==> config.mk <==
export PLATFORM = sky130hd
export DESIGN_NAME = tcr_ctrl
export DESIGN_NICKNAME = d
export VERILOG_FILES = /design/src/rtl/tcr_pkg.sv /design/src/rtl/tcr_ctrl.sv
export VERILOG_INCLUDE_DIRS = /design/src /design/src/rtl
export SDC_FILE = /design/constraint.sdc
export NUM_CORES = 1
export LEC_CHECK = 0
export BUFFER_PORTS_ARGS = -buffer_cell sky130_fd_sc_hd__buf_2
export CAP_MARGIN = 20
export CORE_MARGIN = 1
export CORE_UTILIZATION = 61
export DETAILED_ROUTE_END_ITERATION = 10
export PLACE_DENSITY = 0.81
export SYNTH_ARGS = -nofsm -noshare
export SYNTH_HDL_FRONTEND = slang
export SYNTH_SLANG_ARGS = --single-unit
==> constraint.sdc <==
create_clock -name pclk -period 6.95 [get_ports pclk]
set_input_delay 0.695 -clock pclk [delete_from_list [all_inputs] [get_ports pclk]]
set_output_delay 0.695 -clock pclk [all_outputs]
set_load 0.02 [all_outputs]
==> src/rtl/tcr_regs.svh <==
/*
 * Register indices, field positions, reset values and timing
 * constants for the touch channel recalibration and interrupt block.
 * Assumes an APB slave with byte address = 4 * register index.
 */
`ifndef TCR_REGS_SVH
`define TCR_REGS_SVH

// Register indices (byte address is four times the index)
`define TCR_IDX_RECAL 8'h26
`define TCR_IDX_MASK 8'h27
`define TCR_IDX_RPT 8'h28
`define TCR_IDX_STAT 8'h30
`define TCR_IDX_TIME 8'h31
`define TCR_IDX_REL 8'h32
`define TCR_IDX_BUSY 8'h33
`define TCR_IDX_CAL0 8'h38
`define TCR_IDX_CAL7 8'h3F

// Reset values
`define TCR_RST_RECAL 8'h00
`define TCR_RST_MASK 8'hFF
`define TCR_RST_RPT 8'hFF
`define TCR_RST_REL 8'hFF
`define TCR_RST_RATE 4'h4
`define TCR_RST_HOLD 4'h7

// Field positions in the timing register
`define TCR_RATE_LSB 0
`define TCR_HOLD_LSB 4

// Times in milliseconds
`define TCR_RECAL_MAX_MS 10'd600
`define TCR_STEP_MS 10'd35
`define TCR_MS_PER_S 1000

`endif

==> src/rtl/tcr_pkg.sv <==
/*
 * Types for the touch channel recalibration and interrupt block.
 * Assumes eight sense inputs and ten-bit calibration results.
 */
package tcr_pkg;

    typedef logic [7:0][9:0] tcr_cnt_arr_t;

    typedef struct packed {
        logic [7:0] recal_request;
        logic [7:0] touch_irq_mask;
        logic [7:0] autorepeat_enable;
        logic [7:0] release_irq_allow;
        logic [3:0] repeat_interval_sel;
        logic [3:0] hold_sel;
        logic [7:0] status;
        logic [7:0] busy;
        logic [7:0] invalid;
        logic [7:0] touch_prev;
        logic [7:0] holding;
        logic [7:0] touch_valid;
        tcr_cnt_arr_t cal_tmr;
        tcr_cnt_arr_t hold_cnt;
        tcr_cnt_arr_t rep_cnt;
        tcr_cnt_arr_t cal_result_value;
        logic [14:0] div_cnt;
        logic tick;
        logic irq;
        logic pready;
        logic pslverr;
        logic [31:0] prdata;
    } tcr_state_t;

endpackage

==> src/rtl/tcr_ctrl.sv <==
/*
 * Touch channel recalibration and interrupt control, with an APB
 * register slave. Assumes touch detection and the analog calibration
 * engine run on pclk, so their signals need no synchroniser.
 */
// What this block does
// - Request bit forces analog and digital recalibration.
// - Touch detection blanked while input recalibrates, up to 600ms.
// - Baseline counts flagged invalid during recalibration.
// - Touch during recalibration invalidates that attempt.
// - Successful recalibration stores new ten-bit result.
// - Request bit self-clears after successful recalibration.
// - Request bits B0..B7 map inputs 1..8, reset zero.
// - Per-input enable gates touch and release interrupts.
// - Enable one lets touch interrupt; all reset one.
// - Repeat off: interrupt only on touch and release.
// - Repeat on, short touch: touch and release interrupts.
// - Repeat on, held: interrupts repeat at interval.
// - Repeat enable bits per input, reset all enabled.
// - Repeat interval 35ms steps, 35..560ms, reset 175ms.
// - Touch longer than hold threshold is press-and-hold.
`timescale 1ns/1ps
`include "tcr_regs.svh"

module tcr_ctrl #(
    parameter int CLK_HZ = 25000000,
    parameter int MS_CYCLES = CLK_HZ / `TCR_MS_PER_S
) (
    input wire logic pclk, // APB clock, 25 MHz
    input wire logic presetn, // Async reset, active low
    input wire logic psel, // APB select
    input wire logic penable, // APB access phase
    input wire logic pwrite, // APB write
    input wire logic [7:0] paddr, // APB byte address
    input wire logic [31:0] pwdata, // APB write data
    output logic [31:0] prdata, // APB read data
    output logic pready, // APB ready
    output logic pslverr, // APB error, unmapped address
    input wire logic [7:0] touch_det, // Raw touch per input
    input wire logic [7:0] afe_cal_done, // Calibration finished pulse
    input wire logic [79:0] afe_cal_code, // Result, 10 bits per input
    output logic [7:0] recal_run, // Recalibration running per input
    output logic [7:0] touch_valid, // Touch after blanking
    output logic irq // Interrupt, active high level
);

    localparam logic [14:0] MS_LAST = 15'(MS_CYCLES - 1);

    tcr_pkg::tcr_state_t s_r;
    tcr_pkg::tcr_state_t s_nxt;

    logic [7:0] idx;
    logic setup;
    logic wr_acc;
    logic [7:0] wbyte;
    logic [9:0] hold_ms;
    logic [9:0] rate_ms;
    logic [7:0] ev;
    logic [9:0] code;

    assign idx = {2'h0, paddr[7:2]};
    assign setup = psel & ~penable;
    assign wr_acc = psel & penable & pwrite & s_r.pready;
    assign wbyte = pwdata[7:0];

    always_comb
    begin
        s_nxt = s_r;
        ev = 8'h00;
        code = 10'h000;
        // Hold threshold and repeat interval in ms
        hold_ms = 10'(({6'h00, s_r.hold_sel} + 10'd1)
            * `TCR_STEP_MS);
        rate_ms = 10'(({6'h00, s_r.repeat_interval_sel} + 10'd1)
            * `TCR_STEP_MS);

        // Millisecond enable pulse
        s_nxt.tick = 1'b0;
        if (s_r.div_cnt == MS_LAST)
        begin
            s_nxt.div_cnt = 15'h0000;
            s_nxt.tick = 1'b1;
        end
        else
        begin
            s_nxt.div_cnt = s_r.div_cnt + 15'h0001;
        end

        // Register writes; hardware status sets follow and win, a request clear yields to a write of one
        if (wr_acc)
        begin
            unique case (idx)
                `TCR_IDX_RECAL: s_nxt.recal_request = wbyte;
                `TCR_IDX_MASK: s_nxt.touch_irq_mask = wbyte;
                `TCR_IDX_RPT: s_nxt.autorepeat_enable = wbyte;
                `TCR_IDX_REL: s_nxt.release_irq_allow = wbyte;
                `TCR_IDX_STAT: s_nxt.status = s_r.status & ~wbyte;
                `TCR_IDX_TIME:
                begin
                    s_nxt.repeat_interval_sel = wbyte[`TCR_RATE_LSB +: 4];
                    s_nxt.hold_sel = wbyte[`TCR_HOLD_LSB +: 4];
                end
                default: ;
            endcase
        end

        for (int i = 0; i < 8; i++)
        begin
            code = afe_cal_code[i*10 +: 10];
            // Recalibration sequencing
            if (s_r.busy[i])
            begin
                if (touch_det[i])
                begin
                    s_nxt.invalid[i] = 1'b1;
                end
                if (s_r.tick)
                begin
                    s_nxt.cal_tmr[i] = s_r.cal_tmr[i] + 10'd1;
                end
                if (afe_cal_done[i]
                    || s_r.cal_tmr[i] >= `TCR_RECAL_MAX_MS)
                begin
                    s_nxt.busy[i] = 1'b0;
                    if (afe_cal_done[i] && !s_r.invalid[i] && !touch_det[i])
                    begin
                        s_nxt.cal_result_value[i] = code;
                        // Software setting it again in this cycle wins
                        if (!(wr_acc && idx == `TCR_IDX_RECAL && wbyte[i]))
                        begin
                            s_nxt.recal_request[i] = 1'b0;
                        end
                    end
                    // Otherwise the request stays set and reruns
                end
            end
            else if (s_r.recal_request[i])
            begin
                s_nxt.busy[i] = 1'b1;
                s_nxt.invalid[i] = 1'b0;
                s_nxt.cal_tmr[i] = 10'd0;
            end

            // Touch blanked while recalibrating
            s_nxt.touch_valid[i] = touch_det[i] & ~s_r.busy[i];
            s_nxt.touch_prev[i] = s_r.touch_valid[i];

            if (s_r.touch_valid[i] && !s_r.touch_prev[i])
            begin
                ev[i] = 1'b1;
                s_nxt.hold_cnt[i] = 10'd0;
                s_nxt.rep_cnt[i] = 10'd0;
                s_nxt.holding[i] = 1'b0;
            end
            else if (!s_r.touch_valid[i] && s_r.touch_prev[i])
            begin
                ev[i] = s_r.release_irq_allow[i];
                // Short touch with repeat on still reports release
                s_nxt.holding[i] = 1'b0;
            end
            else if (s_r.touch_valid[i] && s_r.tick)
            begin
                if (!s_r.holding[i])
                begin
                    s_nxt.hold_cnt[i] = s_r.hold_cnt[i] + 10'd1;
                    if (s_r.hold_cnt[i] >= hold_ms)
                    begin
                        s_nxt.holding[i] = 1'b1;
                        s_nxt.rep_cnt[i] = 10'd0;
                    end
                end
                else if (s_r.autorepeat_enable[i])
                begin
                    if (s_r.rep_cnt[i] + 10'd1 >= rate_ms)
                    begin
                        ev[i] = 1'b1;
                        s_nxt.rep_cnt[i] = 10'd0;
                    end
                    else
                    begin
                        s_nxt.rep_cnt[i] = s_r.rep_cnt[i] + 10'd1;
                    end
                end
            end
        end

        // Events set sticky status, winning over a clear
        s_nxt.status = s_nxt.status | ev;
        s_nxt.irq = |(s_nxt.status & s_nxt.touch_irq_mask);

        // APB answer: ready in the access cycle, no wait states
        s_nxt.pready = setup;
        s_nxt.pslverr = 1'b0;
        s_nxt.prdata = 32'h0000_0000;
        if (setup)
        begin
            if (idx >= `TCR_IDX_CAL0 && idx <= `TCR_IDX_CAL7)
            begin
                s_nxt.prdata[9:0] = s_r.cal_result_value[idx[2:0]];
            end
            else
            begin
                unique case (idx)
                    `TCR_IDX_RECAL: s_nxt.prdata[7:0] = s_r.recal_request;
                    `TCR_IDX_MASK: s_nxt.prdata[7:0] = s_r.touch_irq_mask;
                    `TCR_IDX_RPT: s_nxt.prdata[7:0] = s_r.autorepeat_enable;
                    `TCR_IDX_REL: s_nxt.prdata[7:0] = s_r.release_irq_allow;
                    `TCR_IDX_STAT: s_nxt.prdata[7:0] = s_r.status;
                    `TCR_IDX_BUSY: s_nxt.prdata[7:0] = s_r.busy;
                    `TCR_IDX_TIME:
                    begin
                        s_nxt.prdata[`TCR_RATE_LSB +: 4] =
                            s_r.repeat_interval_sel;
                        s_nxt.prdata[`TCR_HOLD_LSB +: 4] = s_r.hold_sel;
                    end
                    default: s_nxt.pslverr = 1'b1;
                endcase
            end
        end
    end

    always_ff @(posedge pclk or negedge presetn)
    begin
        if (!presetn)
        begin
            s_r <= '0;
            s_r.recal_request <= `TCR_RST_RECAL;
            s_r.touch_irq_mask <= `TCR_RST_MASK;
            s_r.autorepeat_enable <= `TCR_RST_RPT;
            s_r.release_irq_allow <= `TCR_RST_REL;
            s_r.repeat_interval_sel <= `TCR_RST_RATE;
            s_r.hold_sel <= `TCR_RST_HOLD;
        end
        else
        begin
            s_r <= s_nxt;
        end
    end

    assign prdata = s_r.prdata;
    assign pready = s_r.pready;
    assign pslverr = s_r.pslverr;
    assign recal_run = s_r.busy;
    assign touch_valid = s_r.touch_valid;
    assign irq = s_r.irq;

endmodule

# After elaboration in Yosys (flattened, before gate mapping)
# Index checks and enable logic that the tools add are counted.
# word_totals
elab_cells	658
reg_bits	437
in_bits	141
output_inout_bits	51
# classes
muxes	298
multipliers	2
n_addsub	27
bitwise_logic	25
reduce_logical	167
magnitude_cmp	27
eq_ne	48
# ops
op	n
10-bit two-way mux	114
10-bit by 1-bit adder with 10-bit output (second input constant)	24
1-bit two-way mux	172
10-bit greater-or-equal comparator	16
10-bit greater-or-equal comparator (second input constant)	8
8-bit two-way mux	7
8-bit one-hot mux with 7 select lines	1
1-bit logical AND	50
48-bit two-way mux	1
2-bit != test (second input constant)	24
3-bit AND reduction	16
3-bit nonzero test	16
6-bit equality test (second input constant)	7
2-bit AND reduction	19
1-bit logical NOT	32
4-bit AND reduction	8
2-bit nonzero test	16
10-bit binary-select mux with 3-bit select	1
3-bit by 1-bit != test with 1-bit output (second input constant)	8
5-bit by 6-bit multiplier with 10-bit output (second input constant)	2
8-bit bitwise AND	2
2-bit by 1-bit != test with 1-bit output (second input constant)	8
15-bit by 1-bit adder with 15-bit output (second input constant)	1
15-bit equality test (second input constant)	1
13 further kinds	40

# Logic depth before layout (Yosys ltp)
# logic_depth
ltp_word	12
depth_mapped	21
depth_no_buf	21

# Worst setup path before layout
# No wires, ideal clock.
# synth_timing
path_kind	register -> register
start	register s_r[425] in the netlist's numbering
end	register s_r[206] in the netlist's numbering
required_ps	6832
n_path_buf	0
period_less_slack_ps	4579
setup_time_ps	118
stages_incl_launch_ff	22
slack_ps	2371
t_arrival_ps	4460
path_cell_list	dfstp_2 nand3_2 xor2_1 inv_1 ha_1 ha_1 inv_1 fa_1 inv_1 ha_1 nor2b_1 a21oi_1 xor2_1 ha_1 nand3_1 o211ai_1 a311oi_1 maj3_1 maj3_2 nand2_1 a21oi_1 a21o_1
# synth_between
elab_chain_cells	9
# synth_lines
item	line_no	text
start: declaration	tcr_ctrl.sv:49	tcr_pkg::tcr_state_t s_r;
start signal: assignment	tcr_ctrl.sv:236	s_r <= s_nxt;
4-bit by 1-bit adder with 5-bit output	tcr_ctrl.sv:74	rate_ms = 10'(({6'h00, s_r.repeat_interval_sel} + 10'd1)
5-bit by 6-bit multiplier with 10-bit output (no source line)	--	
10-bit greater-or-equal comparator	tcr_ctrl.sv:174	if (s_r.rep_cnt[i] + 10'd1 >= rate_ms)
10-bit two-way mux	tcr_ctrl.sv:174	
10-bit two-way mux	tcr_ctrl.sv:172	else if (s_r.autorepeat_enable[i])
10-bit two-way mux	tcr_ctrl.sv:163	if (!s_r.holding[i])
10-bit two-way mux	tcr_ctrl.sv:161	else if (s_r.touch_valid[i] && s_r.tick)
10-bit two-way mux	tcr_ctrl.sv:155	else if (!s_r.touch_valid[i] && s_r.touch_prev[i])
10-bit two-way mux	tcr_ctrl.sv:148	if (s_r.touch_valid[i] && !s_r.touch_prev[i])
# No other way between the ends. The select of a mux whose other input is x is not followed.
# A chain may end at the register's enable or synchronous reset.

# Worst setup path after layout
# layout_timing
start	register s_r[419] in the netlist's numbering
end	register s_r[198] in the netlist's numbering
# layout_between
elab_chain_cells	5
# layout_lines
item	line_no	text
4-bit by 1-bit adder with 5-bit output	tcr_ctrl.sv:72	hold_ms = 10'(({6'h00, s_r.hold_sel} + 10'd1)
5-bit by 6-bit multiplier with 10-bit output (no source line)	--	
10-bit greater-or-equal comparator	tcr_ctrl.sv:166	if (s_r.hold_cnt[i] >= hold_ms)
3-bit nonzero test (no source line)	--	
4-bit AND reduction (no source line)	--	
# No other way between the ends.

==> impl_metrics.csv <==
group,metric,value,unit
yosys,synth.mux.area_fraction,8.07,%
grt,grt_remaining_overflow,0,
floorplanning,dieArea,42900,um^2
grt,grt_use_total,30.7,%
clock_tree,cts_buffer_depth,3,
final_layout,final_cell_mix,"dfrtp_1 (409), nand2_1 (221), ha_1 (220)",
sta,worst_pin_slew,1.08,ns
yosys,synth_top_area_share,39.8,%
clock_tree,cts_buffers,47,
final_layout,final_util,69.0,%
grt,grt_antenna_before_repair,3,
route,via_count,20400,
place,numPortBuffers,143,
yosys,synth.area.top_cells,"dfrtp_1 (40%), ha_1 (11%), mux2_2 (5.3%), nand2_1 (3.2%), o21ai_0 (2.9%)",
clock_tree,cts_hold_buf,0,
critical_path,cp_max_fo,18,
place,dpl_cell_area,26700,um^2
yosys,synth-compound-area-share,12.3,%
clock_tree,clock-root-buffer,"clkbuf_16",
pwr,internal-power,5.25,mW
pwr,p_sw,2.27,mW
run_status,status,"finished, final reports clean",
yosys,synth_seq_area_share,42.7,%
yosys,synth_top_family_by_area,"simple AND/OR/NAND/NOR gates",
floorplanning,num_rows,74,
final_layout,mostFrequentLayoutCell,"dfrtp_1",
clock_tree,ctsResizeCount,0,
floorplanning,dieHeight,207,um
final_layout,nets,3034,
critical_path,path_cells,"inv_1, ha_1, inv_1, ha_1, ha_1, ha_1, xnor2_1, buf_4, ha_1, a21o_1, a21oi_1, o21ai_0, a2111o_1, a31oi_1, o21a_1, or2_1, o2bb2ai_1",
sta,rsz0062_at_grt,"false",
sta,setup_viol,0,
clock_tree,clkSinkCount,437,
sta,finalHoldViolations,0,
pwr,power_per_cell_area,265,nW/um^2
pwr,power_frac_seq,44.2,%
place,dp.cells,3153,
final_layout,multi_input_area,13800,um^2
sta,holdWs,0.124,ns
clock_tree,clock_latency,0.62,ns
sta,min_period,5.42,ns
route,wl_per_cell,20.2,um
yosys,postSynthAreaPerCell,10.1,um^2
final_layout,area_growth,10.6,%
min_path,hold_class,"input pin to asynchronous set/reset pin",
yosys,synth_xor_area_share,4.60,%
sta,final.setup.tns,0,ns
yosys,synth_simple_gate_area_share,17.2,%
place,gp_congestion,0.986,
final_layout,final_layout_size_suffix_gt1_share,16.4,%
yosys,syn-cell-area,25700,um^2
critical_path,required,7.42,ns
route,vias_per_cell,6.29,
yosys,yosys_warnings,0,
critical_path,start_kind,"register",
place,dp_hpwl,46800,um
grt,grt_pass1_wl,106000,um
route,routed_wl,65400,um
final_layout,design_area,28400,um^2
clock_tree,cts_htree_levels,2,
yosys,async_flop_share,100,%
critical_path,crit_buf_inv,3,
yosys,synth_edf_count,0,
yosys,synth_area_leader_cell,"dfrtp_1",
floorplanning,start_util,62.3,%
critical_path,rr_worst_depth,17,
critical_path,arrival,5.89,ns
sta,relSlewSlack,27.5,%
critical_path,reg2reg_setup_slack,1.53,ns
sta,timing.final.crit_share,77.9,%
floorplanning,io_pins,192,
floorplanning,coreArea,41200,um^2
grt,grt_max_degree,148,
pwr,swShare,30.1,%
clock_tree,clk_pin_slew,0.06,ns
critical_path,crit-reg2reg-launch,"s_r[419]",
route,ant_nets,0,
route,first_iter_violations,1694,
critical_path,end_kind,"register",
yosys,synthAdderAreaFrac,11.2,%
run,cap_violations,0,
critical_path,worstSetupPathType,"register to register",
grt,grt_pass1_vias,20600,
yosys,synth_ff_type,"dfrtp_1",
yosys,synth_cell_types,81,
final_layout,final_cells,3242,
pwr,p_leak,13.5,nW
pwr,p_comb_share,19.5,%
clock_tree,cts_setup_buffers,0,
yosys,synth.ff_latch_count,437,
yosys,syn_inst,2547,
clock_tree,cts_tree,"built",
critical_path,crit_path_top_delay_cell,"dfstp_2",
critical_path,max_stage_delay,0.61,ns
final_layout,seqCellArea,11000,um^2
pwr,clock_power_share,36.3,%
sta,fmax,185,MHz
pwr,ir_worst_vdd,0.305,mV
sta,final_max_slew_viol_count,0,
critical_path,regToRegEndpoint,"s_r[198]",
route,dr.pass1.iters,9,
critical_path,critPathMostFrequentCell,"ha_1",
critical_path,cp_top_family,"compound AO/OA/AOI/OAI gates",
route,drc,0,
floorplanning,die_w,207,um
sta,finClkSkew,0.0488,ns
final_layout,fillCellCount,2937,
[per-stage QoR]
step / power (mW) / setup slack (ns)
floorplan: 4.33 / 2.37
global placement: 4.68 / 1.74
detailed placement: 4.79 / 1.62
CTS: 7.54 / 1.57
global route: 7.85 / 1.26
finish: 7.52 / 1.53
[how the worst max path moves through the flow]
stage,slack (ns),depth (start not counted),to,from
final,1.53,17,s_r[198],s_r[419]
after global routing,1.26,17,s_r[182],s_r[419]
after CTS,1.57,17,s_r[183],s_r[419]
after detailed placement,1.62,17,s_r[183],s_r[419]
after global placement,1.74,17,s_r[181],s_r[419]
after floorplan,2.37,21,s_r[206],s_r[425]
[final cells by class]
type                       instances  area share (%)
tap                              532            2.34
clock inverter                    18            1.15
inverter                         106            1.40
sequential                       437            38.6
multi-input combinational       1915            48.5
clock buffer                      69            4.82
antenna                            1         0.00881
timing repair buffer             164            3.14
[state kept, by name, summed over array words and instances, names as in the netlist]
register / count
prdata: 10
pslverr: 1
recal_run: 8
pready: 1
touch_valid: 8
s_r: 408
irq: 1
[power by group through the flow]
stage	Combinational [mW]	Clock, mW	Sequential (mW)
finish	1.47	2.73	3.32
global route	1.63	2.86	3.37
CTS	1.47	2.77	3.31
detailed placement	1.45	0	3.35
global placement	1.37	0	3.31
floorplan	1.14	0	3.19
[metal layers]
metal	GRT usage [%]	up-vias	routed length [um]
met4	12.1	2	2280
li1	-	9367	-
met3	6.78	160	5320
met2	51.1	842	31500
met1	39.2	10000	26300
met5	0	-	11
[kinds of logic after synthesis]
kind of cell               after synthesis
muxes                                  167
AOI/OAI and AO/OA                      484
other                                    1
and+or+nand+nor                        878
buffers and inverters                  216
xor gates and xnor gates               134
adders and majority gates              230
DFF                                    437
[cells in the mapped netlist, types with 9 or more instances]
cell and count:
mux4_2 20, a22o_1 32, a21o_1 23, xor2_1 70, inv_1 104, dfrtp_1 409, clkbuf_1 41, ha_1 220
o2bb2ai_1 9, and3_1 54, o21ai_0 150, nor4_1 9, mux2i_1 26, or3_1 27, o211ai_1 13, a22oi_1 19
nor2b_1 41, nand2b_1 53, a31oi_1 10, o31ai_1 31, nand3b_1 16, or2_2 14, and2_1 19, o21a_1 17
and4_1 14, nor2_1 176, o22ai_1 10, nor3_1 25, dfstp_2 28, buf_4 49, mux2_2 121, a21oi_1 85
a211oi_1 15, nand4_1 57, xnor2_1 63, a221oi_1 15, nand3_1 133, buf_1 14, nand2_1 221
Power figures use the tool's default switching activity.
